File: src/inc/ncfg_pkg.sv
// Shared constants and types for the contactless configuration block
`default_nettype none
package ncfg_pkg;
    // ====================================================================
    // Page map (one page is one 4-byte word)
    localparam int PAGE_AW = 7;
    localparam logic [6:0] IDENT_LO = 7'h00;
    localparam logic [6:0] IDENT_HI = 7'h17;
    localparam logic [6:0] FREE_LO = 7'h18;
    localparam logic [6:0] FREE_HI = 7'h27;
    localparam logic [6:0] HDR_LO = 7'h28;
    localparam logic [6:0] HDR_HI = 7'h2B;
    localparam logic [6:0] HDR_START = 7'h29;
    localparam logic [6:0] LIVE_LO = 7'h2C;
    localparam logic [6:0] LIVE_HI = 7'h4F;
    localparam logic [6:0] STAGE_LO = 7'h50;
    localparam logic [6:0] STAGE_HI = 7'h7B;
    localparam int LIVE_N = 36;
    localparam int STAGE_N = 44;
    localparam int FREE_N = 16;
    // Live-area indices of the pages the block answers itself
    localparam logic [5:0] PMASK_IDX = 6'h19;
    localparam logic [5:0] RMASK_IDX = 6'h1A;
    localparam logic [5:0] STATUS_IDX = 6'h21;
    // ====================================================================
    // Option bitmap
    localparam int OPT_N = 18;
    localparam int OPT_PAIR = 18;
    localparam int OPT_FRESET = 19;
    localparam logic [31:0] OPT_IMPL = 32'h000F_FFFF;
    // ====================================================================
    // Values after reset
    localparam logic [31:0] LIVE_RST = 32'h0000_0000;
    localparam logic [31:0] PPIN_RST = 32'hE535_0002;
    localparam logic [31:0] RPIN_RST = 32'hE535_0003;
    localparam logic [31:0] KEY_SEED = 32'hACE1_1234;
    localparam int MESH_BIT = 8;
    // Layout descriptor bytes
    localparam logic [7:0] HDR_START_B = 8'hE0;
    localparam logic [7:0] HDR_LEN_B = 8'h0A;
    localparam logic [7:0] HDR_VER_B = 8'h01;
    // ====================================================================
    // Types
    typedef enum logic [2:0] {
        NCFG_REQ_UPDATE, NCFG_REQ_PAIR, NCFG_REQ_UNPAIR, NCFG_REQ_FRESET, NCFG_REQ_SETMASK
    } ncfg_req_e;
    typedef enum logic [1:0] {
        NCFG_OK, NCFG_DENIED, NCFG_BADARG, NCFG_BADPIN
    } ncfg_resp_e;
    typedef enum logic [1:0] {
        NCFG_MSG_DATA, NCFG_MSG_PAIR, NCFG_MSG_UNPAIR
    } ncfg_msg_e;
endpackage
`default_nettype wire

File: src/inc/ncfg_chk_if.sv
// Signals between the request handler and the credential checker
`default_nettype none
interface ncfg_chk_if;
    logic user; // 1 = restricted user
    logic [31:0] pin; // Supplied PIN
    logic [31:0] need; // Option bits the request touches
    logic [31:0] ppin;
    logic [31:0] rpin;
    logic [31:0] pmask;
    logic [31:0] rmask;
    logic pin_ok;
    logic perm_ok;
    modport req (output user, pin, need, ppin, rpin, pmask, rmask, input pin_ok, perm_ok);
    modport chk (input user, pin, need, ppin, rpin, pmask, rmask, output pin_ok, perm_ok);
endinterface
`default_nettype wire

File: src/verilog/ncfg_chk.sv
// Credential and permission checker for configuration requests
`default_nettype none
module ncfg_chk (
    ncfg_chk_if.chk c
);
    // ====================================================================
    // Checks
    logic [31:0] mask; // Bitmap of the requesting user

    // Pick the bitmap of whoever asks
    always_comb begin
        mask = c.user ? c.rmask : c.pmask;
    end

    // Each user proves itself with its own PIN only
    assign c.pin_ok = c.user ? (c.pin == c.rpin) : (c.pin == c.ppin);
    // Every touched option must be granted, all or nothing
    assign c.perm_ok = ((c.need & ~mask) == 32'h0000_0000);
endmodule
`default_nettype wire

File: src/verilog/ncfg_top.sv
// Contactless configuration store with two-user request handling
`default_nettype none
// How it works
// - Behaviour follows only the live settings area.
// - Staging copies act only after an update.
// - Bitmap: 32 positions, 18 settings, 2 actions.
// - Change or action needs the user's bit set.
// - Cleared restricted bit gives access-denied answer.
// - Unimplemented bitmap positions read as zero.
// - Teach button at actuation sends pairing message.
// - Accepted pairing: pairing message on next actuation.
// - Mesh radio: unpairing message on next actuation.
// - Low-energy radio: unpairing refused, bad argument.
// - Factory reset restores defaults, renews link key.
// - Restricted reset touches only its permitted settings.
// - Memory addressed in four-byte pages.
// - Pages 0x00-0x17 identity text, read only.
// - Pages 0x18-0x27 free text, read and write.
// - Pages 0x28-0x2B read-only layout descriptor.
// - Pages 0x2C-0x4F live settings, read only.
// - Pages 0x50-0x7B staging, write only, PIN applies; page writes here take no PIN.
// - Identity text holds source address, 12 hex.
// - Identity text points to descriptor page 0x29.
// - Every request checked against user's own PIN.
// - Update copies only the selected registers.
// - Only privileged user changes restricted bitmap.
module ncfg_top #(
    parameter logic [47:0] SRC_ADDR = 48'h0000_0000_0000,
    parameter logic [31:0] FW_VER = 32'h0100_0000,
    parameter logic [15:0] OEM_CODE = 16'h0000 // Arbitrary maker code
) (
    input wire logic mclk_i,
    input wire logic rst_n_i,
    input wire logic [6:0] addr_i,
    input wire logic [31:0] wdata_i,
    input wire logic wr_i,
    input wire logic rd_i,
    output var logic [31:0] rdata_o,
    input wire logic req_i,
    input wire logic req_user_i,
    input wire ncfg_pkg::ncfg_req_e req_kind_i,
    input wire logic [31:0] req_pin_i,
    input wire logic [31:0] req_sel_i,
    output var logic resp_valid_o,
    output var ncfg_pkg::ncfg_resp_e resp_code_o,
    input wire logic teach_btn_i,
    input wire logic harv_press_i,
    input wire logic harv_release_i,
    output var logic msg_valid_o,
    output var ncfg_pkg::ncfg_msg_e msg_kind_o,
    output var logic [31:0] link_key_o,
    output var logic [31:0] live_cfg_o
);
    // ====================================================================
    // Storage
    logic [31:0] live_mem [ncfg_pkg::LIVE_N]; // Settings the device runs on
    logic [31:0] stage_mem [ncfg_pkg::STAGE_N]; // Shadow copies, never acted on
    logic [31:0] free_mem [ncfg_pkg::FREE_N]; // Free user text
    logic [31:0] pmask_reg; // Privileged bitmap, fixed
    logic [31:0] rmask_reg; // Restricted bitmap
    logic [31:0] ppin_reg;
    logic [31:0] rpin_reg;
    logic [31:0] lfsr_reg; // Free-running random source
    logic [31:0] key_reg;
    logic [31:0] rdata_reg;
    logic [31:0] rdata_next;
    logic resp_valid_reg;
    ncfg_pkg::ncfg_resp_e resp_code_reg;
    ncfg_pkg::ncfg_resp_e code_next;
    logic pair_pend_reg;
    logic unpair_pend_reg;
    logic msg_valid_reg;
    ncfg_pkg::ncfg_msg_e msg_kind_reg;
    logic [2:0] sync1_reg; // First stage, read only by the second
    logic [2:0] sync2_reg;
    logic [1:0] prev_reg; // Last synced press and release levels
    logic act; // One harvester movement
    logic mesh; // Mesh radio selected in live settings
    logic accept;
    logic [31:0] umask; // Bitmap of the requester
    ncfg_chk_if chk_bus ();

    // ====================================================================
    // Helper functions
    function automatic logic [7:0] hexc(input logic [3:0] n);
        hexc = (n < 4'hA) ? (8'h30 + {4'h0, n}) : (8'h37 + {4'h0, n});
    endfunction

    // Byte i of the identity text
    function automatic logic [7:0] ident_byte(input logic [6:0] i);
        logic [71:0] mid;
        int k;
        mid = "+3C29+16S";
        k = 0;
        ident_byte = 8'h00;
        if (i < 7'h03) begin
            k = int'(i);
            ident_byte = (k == 2) ? 8'h53 : ((k == 1) ? 8'h30 : 8'h33);
        end else if (i < 7'h0F) begin
            k = int'(i) - 3;
            ident_byte = hexc(SRC_ADDR[47 - 4 * k -: 4]);
        end else if (i < 7'h18) begin
            k = int'(i) - 15;
            ident_byte = mid[71 - 8 * k -: 8];
        end else if (i < 7'h20) begin
            k = int'(i) - 24;
            ident_byte = hexc(FW_VER[31 - 4 * k -: 4]);
        end
    endfunction

    // Option bits that a request touches
    function automatic logic [31:0] req_need(input ncfg_pkg::ncfg_req_e kind,
                                             input logic [31:0] sel);
        unique case (kind)
            ncfg_pkg::NCFG_REQ_UPDATE: req_need = sel;
            ncfg_pkg::NCFG_REQ_PAIR,
            ncfg_pkg::NCFG_REQ_UNPAIR: req_need = 32'h1 << ncfg_pkg::OPT_PAIR;
            ncfg_pkg::NCFG_REQ_FRESET: req_need = 32'h1 << ncfg_pkg::OPT_FRESET;
            default: req_need = 32'h0000_0000;
        endcase
    endfunction

    // ====================================================================
    // Request checking
    assign chk_bus.user = req_user_i;
    assign chk_bus.pin = req_pin_i;
    assign chk_bus.need = req_need(req_kind_i, req_sel_i);
    assign chk_bus.ppin = ppin_reg;
    assign chk_bus.rpin = rpin_reg;
    assign chk_bus.pmask = pmask_reg;
    assign chk_bus.rmask = rmask_reg;

    ncfg_chk u_chk (
        .c(chk_bus)
    );

    // Radio choice read straight from the live copy
    assign mesh = live_mem[0][ncfg_pkg::MESH_BIT];
    assign umask = req_user_i ? rmask_reg : pmask_reg;

    // Answer priority: PIN, then permission, then argument
    always_comb begin
        if (!chk_bus.pin_ok) begin
            code_next = ncfg_pkg::NCFG_BADPIN;
        end else if (req_kind_i == ncfg_pkg::NCFG_REQ_SETMASK && req_user_i) begin
            code_next = ncfg_pkg::NCFG_DENIED;
        end else if (!chk_bus.perm_ok) begin
            code_next = ncfg_pkg::NCFG_DENIED;
        end else if (req_kind_i == ncfg_pkg::NCFG_REQ_UNPAIR && !mesh) begin
            code_next = ncfg_pkg::NCFG_BADARG;
        end else begin
            code_next = ncfg_pkg::NCFG_OK;
        end
    end

    // Nothing changes unless every check passed
    assign accept = req_i && (code_next == ncfg_pkg::NCFG_OK);

    // Answer one cycle after the request
    always_ff @(posedge mclk_i) begin
        if (!rst_n_i) begin
            resp_valid_reg <= 1'b0;
            resp_code_reg <= ncfg_pkg::NCFG_OK;
        end else begin
            resp_valid_reg <= req_i;
            if (req_i) begin
                resp_code_reg <= code_next;
            end
        end
    end

    // ====================================================================
    // Live settings
    // A restricted reset only touches what that user may change
    always_ff @(posedge mclk_i) begin
        if (!rst_n_i) begin
            for (int i = 0; i < ncfg_pkg::LIVE_N; i++) begin
                live_mem[i] <= ncfg_pkg::LIVE_RST;
            end
        end else if (accept) begin
            for (int i = 0; i < ncfg_pkg::OPT_N; i++) begin
                if (req_kind_i == ncfg_pkg::NCFG_REQ_UPDATE && req_sel_i[i]) begin
                    live_mem[i] <= stage_mem[i];
                end else if (req_kind_i == ncfg_pkg::NCFG_REQ_FRESET && umask[i]) begin
                    live_mem[i] <= ncfg_pkg::LIVE_RST;
                end
            end
        end
    end

    // Bitmaps: reserved positions are forced to zero
    always_ff @(posedge mclk_i) begin
        if (!rst_n_i) begin
            pmask_reg <= ncfg_pkg::OPT_IMPL;
            rmask_reg <= ncfg_pkg::OPT_IMPL;
            ppin_reg <= ncfg_pkg::PPIN_RST;
            rpin_reg <= ncfg_pkg::RPIN_RST;
        end else if (accept && req_kind_i == ncfg_pkg::NCFG_REQ_SETMASK) begin
            rmask_reg <= req_sel_i & ncfg_pkg::OPT_IMPL;
        end
    end

    // Link key renewed from the random source on factory reset
    always_ff @(posedge mclk_i) begin
        if (!rst_n_i) begin
            lfsr_reg <= ncfg_pkg::KEY_SEED;
            key_reg <= ncfg_pkg::KEY_SEED;
        end else begin
            lfsr_reg <= {lfsr_reg[30:0],
                         lfsr_reg[31] ^ lfsr_reg[21] ^ lfsr_reg[1] ^ lfsr_reg[0]};
            if (accept && req_kind_i == ncfg_pkg::NCFG_REQ_FRESET) begin
                key_reg <= lfsr_reg;
            end
        end
    end

    // ====================================================================
    // Page bus writes
    // Staging and free text take writes; other areas ignore them
    always_ff @(posedge mclk_i) begin
        if (!rst_n_i) begin
            for (int i = 0; i < ncfg_pkg::STAGE_N; i++) begin
                stage_mem[i] <= 32'h0000_0000;
            end
            for (int i = 0; i < ncfg_pkg::FREE_N; i++) begin
                free_mem[i] <= 32'h0000_0000;
            end
        end else if (wr_i) begin
            if (addr_i >= ncfg_pkg::STAGE_LO && addr_i <= ncfg_pkg::STAGE_HI) begin
                stage_mem[6'(addr_i - ncfg_pkg::STAGE_LO)] <= wdata_i;
            end else if (addr_i >= ncfg_pkg::FREE_LO && addr_i <= ncfg_pkg::FREE_HI) begin
                free_mem[4'(addr_i - ncfg_pkg::FREE_LO)] <= wdata_i;
            end
        end
    end

    // ====================================================================
    // Page bus reads
    // Byte 0 of a page sits in bits 7:0
    always_comb begin
        logic [5:0] li;
        li = 6'(addr_i - ncfg_pkg::LIVE_LO);
        rdata_next = 32'h0000_0000;
        if (addr_i <= ncfg_pkg::IDENT_HI) begin
            for (int b = 0; b < 4; b++) begin
                rdata_next[8 * b +: 8] = ident_byte(7'({addr_i, 2'b00} + b));
            end
        end else if (addr_i <= ncfg_pkg::FREE_HI) begin
            rdata_next = free_mem[4'(addr_i - ncfg_pkg::FREE_LO)];
        end else if (addr_i <= ncfg_pkg::HDR_HI) begin
            if (addr_i == ncfg_pkg::HDR_START) begin
                rdata_next = {OEM_CODE[15:8], ncfg_pkg::HDR_VER_B,
                              ncfg_pkg::HDR_LEN_B, ncfg_pkg::HDR_START_B};
            end
        end else if (addr_i <= ncfg_pkg::LIVE_HI) begin
            if (li == ncfg_pkg::PMASK_IDX) begin
                rdata_next = pmask_reg;
            end else if (li == ncfg_pkg::RMASK_IDX) begin
                rdata_next = rmask_reg;
            end else if (li == ncfg_pkg::STATUS_IDX) begin
                rdata_next = {28'h0, unpair_pend_reg, pair_pend_reg, resp_code_reg};
            end else begin
                rdata_next = live_mem[li];
            end
        end
        // Staging and unmapped pages read as zero
    end

    // Read data stand only in the cycle after the strobe
    always_ff @(posedge mclk_i) begin
        if (!rst_n_i) begin
            rdata_reg <= 32'h0000_0000;
        end else begin
            rdata_reg <= rd_i ? rdata_next : 32'h0000_0000;
        end
    end

    // ====================================================================
    // Harvester and teach button
    // Two flops before any logic looks at a pin
    always_ff @(posedge mclk_i) begin
        if (!rst_n_i) begin
            sync1_reg <= 3'h0;
            sync2_reg <= 3'h0;
            prev_reg <= 2'h0;
        end else begin
            sync1_reg <= {teach_btn_i, harv_release_i, harv_press_i};
            sync2_reg <= sync1_reg;
            prev_reg <= sync2_reg[1:0];
        end
    end

    // Rising edge of press or of release; each one counts as an actuation
    assign act = |(sync2_reg[1:0] & ~prev_reg);

    // Pending actions; a new request wins over the clearing actuation
    always_ff @(posedge mclk_i) begin
        if (!rst_n_i) begin
            pair_pend_reg <= 1'b0;
            unpair_pend_reg <= 1'b0;
        end else begin
            if (accept && req_kind_i == ncfg_pkg::NCFG_REQ_PAIR) begin
                pair_pend_reg <= 1'b1;
            end else if (act) begin
                pair_pend_reg <= 1'b0;
            end
            if (accept && req_kind_i == ncfg_pkg::NCFG_REQ_UNPAIR) begin
                unpair_pend_reg <= 1'b1;
            end else if (act) begin
                unpair_pend_reg <= 1'b0;
            end
        end
    end

    // One message per actuation; pairing beats unpairing
    always_ff @(posedge mclk_i) begin
        if (!rst_n_i) begin
            msg_valid_reg <= 1'b0;
            msg_kind_reg <= ncfg_pkg::NCFG_MSG_DATA;
        end else begin
            msg_valid_reg <= act;
            if (act) begin
                if (sync2_reg[2] || pair_pend_reg) begin
                    msg_kind_reg <= ncfg_pkg::NCFG_MSG_PAIR;
                end else if (unpair_pend_reg) begin
                    msg_kind_reg <= ncfg_pkg::NCFG_MSG_UNPAIR;
                end else begin
                    msg_kind_reg <= ncfg_pkg::NCFG_MSG_DATA;
                end
            end
        end
    end

    assign rdata_o = rdata_reg;
    assign resp_valid_o = resp_valid_reg;
    assign resp_code_o = resp_code_reg;
    assign msg_valid_o = msg_valid_reg;
    assign msg_kind_o = msg_kind_reg;
    assign link_key_o = key_reg;
    assign live_cfg_o = live_mem[0];
endmodule
`default_nettype wire

File: config.mk
export PLATFORM = sky130hd
export DESIGN_NAME = ncfg_top
export DESIGN_NICKNAME = d
export VERILOG_FILES = /design/src/inc/ncfg_pkg.sv /design/src/inc/ncfg_chk_if.sv /design/src/verilog/ncfg_chk.sv /design/src/verilog/ncfg_top.sv
export SDC_FILE = /design/constraint.sdc
export NUM_CORES = 2
export LEC_CHECK = 0
export ABC_AREA = 0
export BUFFER_PORTS_ARGS = -buffer_cell sky130_fd_sc_hd__buf_2
export CAP_MARGIN = 30
export CORE_ASPECT_RATIO = 0.5
export CORE_MARGIN = 5
export CORE_UTILIZATION = 54
export DETAILED_ROUTE_END_ITERATION = 8
export GPL_TIMING_DRIVEN = 0
export PLACE_DENSITY = 0.69
export SLEW_MARGIN = 20
export SYNTH_ARGS = -nofsm -noshare
export SYNTH_HDL_FRONTEND = slang
export SYNTH_SLANG_ARGS = --single-unit
File: constraint.sdc
create_clock -name mclk_i -period 7.75 [get_ports mclk_i]
set_clock_uncertainty 0.2 [all_clocks]
set_input_delay 0.775 -clock mclk_i [delete_from_list [all_inputs] [get_ports mclk_i]]
set_output_delay 0.775 -clock mclk_i [all_outputs]
set_load 0.03 [all_outputs]
==> impl_metrics.json <==
{
  "synth_area_leaders": "edfxtp_1, and2_1, mux4_2, and3_1, dfxtp_1",
  "fin_ws_ns": 0.597,
  "cts_tree": "done",
  "r2r-end": "live_mem[6][20]",
  "antenna_found_initial": 54,
  "worst_slew_pin_slew_ns": 1.15,
  "place_area_sq_um": 83000,
  "initial_core_util_pct": 54.3,
  "switching_share_pct": 23.7,
  "crit_start": "addr_i[2]",
  "synth_cell_types": 75,
  "syn-cell-area_sq_um": 77500,
  "fin_crit_ns": 7.15,
  "fin_total_pwr_mw": 20.7,
  "clk_pin_slew_ns": 0.06,
  "slew_headroom_pct": 23.5,
  "clk_root_buffer_cell": "clkbuf_16",
  "via_per_inst": 6.52,
  "synth.avg_cell_area_sq_um": 15.1,
  "fin_crit_sh_pct": 92.3,
  "area_growth_pct": 13.9,
  "multiInputGateArea_sq_um": 23300,
  "syn-num-nets": 5275,
  "critical_path.endpoint_type": "flip-flop",
  "layoutNonFillerInstCount": 7661,
  "worstSetupPathType": "in2reg",
  "synth.top_cell.area_share_pct": 64.5,
  "ff_latch_area_sq_um": 52600,
  "drt-total-wl_um": 273000,
  "hold_buffers": 2,
  "grt_pass1_wl_um": 372000,
  "cts_setup_buffers": 0,
  "die_x_um": 546,
  "p_leak_nw": 33.4,
  "cts_resized": 0,
  "ioPinCount": 217,
  "clockBufferDepth": 3,
  "numCtsBuffers": 157,
  "grt_pass1_vias": 47994,
  "crit_end": "rdata_o[16]",
  "power_frac_seq_pct": 53.5,
  "ys_warn_count": 0,
  "synth_edf_count": 1664,
  "synth_seq_cells": 1796,
  "power.clock.fraction_pct": 38.8,
  "nets": 5737,
  "fin_util_pct": 61.8,
  "port_buffers": 214,
  "rsz0062_at_grt": "false",
  "postRouteAntennaNets": 0,
  "drv_cap": 0,
  "timing.setup.tns_ns": 0,
  "power_switching_mw": 4.91,
  "first_iter_violations": 8700,
  "layout_commonest_cell": "edfxtp_1",
  "synth_cells": 5145,
  "h-tree-depth": 4,
  "wire_per_inst_um": 35.6,
  "worst-r2r-setup-slack_ns": 3.53,
  "holdWs_ns": 0.0574,
  "vias": 49979,
  "p_int_mw": 15.8,
  "cp.arrival_ns": 7.48,
  "reg_top3": "live_mem: 576 flops, stage_mem: 576 flops, free_mem: 512 flops",
  "rr_startpoint": "chk_bus.rmask[5]",
  "placementRows": 98,
  "mostFrequentLayoutCells": "edfxtp_1, and2_1, and3_1, clkbuf_1, buf_2",
  "clk_latency_ns": 0.80,
  "drive_above_1_share_pct": 18.1,
  "pwr-share-comb_pct": 7.7,
  "worst_r2r_path_depth": 10,
  "status": "finished clean",
  "worstHoldPathType": "in2reg",
  "synth_seq_area_share_pct": 67.9,
  "worst-path-max-fanout": 13,
  "overflow": 0,
  "slew_violations": 0,
  "grt_max_degree": 33,
  "irDropWorstVdd_mv": 0.162,
  "async_reset_ff_share_pct": 0,
  "fmax_mhz": 140,
  "setup_viol": 0,
  "critPathLaunchType": "input port",
  "cts_sinks": 1796,
  "core_sq_um": 143000,
  "grtUsageTotal_pct": 35.6,
  "hold_violations": 0,
  "synthFlopType": "edfxtp_1",
  "routabilityCongestion": 1.02,
  "fp.dieH_um": 278,
  "dpl.hpwl_um": 197000,
  "dp.cells": 7339,
  "stdcell_area_sq_um": 88200,
  "cellPowerDensity_nw_per_um2": 234,
  "firstDrtPassIters": 9,
  "post-place-ws_ns": 0.440,
  "drc": 0,
  "fp.dieArea_sq_um": 152000,
  "synth_top_cell_by_area": "edfxtp_1",
  "worst_ep_required_time_ns": 8.08,
  "nFillCells": 10599
}
[cell type report]
type                       instances  area share, %
tap                             1900           2.70
timing repair buffer             303           3.02
inverter                          46          0.196
multi-input combinational       2834           26.4
sequential                      1796           59.6
buffer                           469           2.25
clock inverter                    83          0.904
antenna                           29         0.0823
clock buffer                     201           4.83
[critical path, stage by stage]
cell and delay (ns):
buf_2 0.21, clkbuf_1 0.78, inv_1 0.45, buf_2 0.40, buf_2 0.29, buf_12 0.21
clkbuf_2 0.47, ha_1 0.69, inv_1 0.26, nand2_1 0.28, clkbuf_1 0.69, buf_1 0.57
a21oi_1 0.18, o311ai_0 0.70, nand3b_1 0.47
[cell families (layout without fill, tap and decap cells)]
logic type      count (synthesis)  count (layout)  synth area share [%]
compound gates                328             328                  3.49
xor+xnor                       11              11                 0.124
fa+ha+maj                      15              15                 0.242
buf+inv                       515            1102                  2.73
flops                        1796            1796                  67.9
mux                           354             354                  9.02
other cells                     0              29                     0
simple gates                 2126            2126                  16.5
[worst min path at each step]
| stage | from | to | slack, ns | depth (start not counted) |
|---|---|---|---|---|
| 2_1_floorplan | lfsr_reg[11] | lfsr_reg[12] | 0.21 | 1 |
| 4_1_cts | harv_press_i | sync1_reg[0] | 0.02 | 2 |
| 6_report | harv_press_i | sync1_reg[0] | 0.06 | 2 |
| 3_5_place_dp | sync1_reg[2] | sync2_reg[2] | 0.22 | 1 |
| 5_1_grt | harv_press_i | sync1_reg[0] | 0.06 | 2 |
| 3_3_place_gp | lfsr_reg[4] | lfsr_reg[5] | 0.22 | 1 |
[metal layers]
| metal | vias up | part of all wire [%] | global-route usage (%) | wire (um) |
|---|---|---|---|---|
| met5 | - | 0.11 | 0.844 | 312 |
| met4 | 22 | 4.3 | 13.0 | 11800 |
| met3 | 696 | 18 | 17.0 | 48000 |
| met2 | 3951 | 42 | 50.2 | 114000 |
| met1 | 25288 | 36 | 48.2 | 98900 |
| li1 | 20022 | - | - | - |
[power groups by stage]
stage               clock (mW)  sequential (mW)  combinational (mW)
floorplan                    0             11.3               0.689
global placement             0             11.3                1.38
detailed placement           0             11.3                1.50
CTS                       7.98             11.1                1.51
global route              8.38             11.1                1.59
finish                    8.03             11.1                1.58
[Yosys cell counts (all sizes together) (8+ instances only)]
| cell | n |
|---|---|
| a21oi | 52 |
| clkbuf | 368 |
| buf | 101 |
| nand2b | 37 |
| inv | 46 |
| mux4 | 275 |
| and3 | 476 |
| o22ai | 20 |
| o221ai | 33 |
| nor2b | 35 |
| nor4 | 11 |
| dfxtp | 132 |
| and2 | 1256 |
| a2111oi | 22 |
| o2111ai | 27 |
| ha | 15 |
| edfxtp | 1664 |
| o211ai | 31 |
| a221oi | 13 |
| a22oi | 8 |
| mux2i | 78 |
| nor3 | 11 |
| nand2 | 187 |
| nand3 | 61 |
| o21ai | 52 |
| nor2 | 23 |
| a21boi | 20 |
Power figures use the tool's default switching activity.
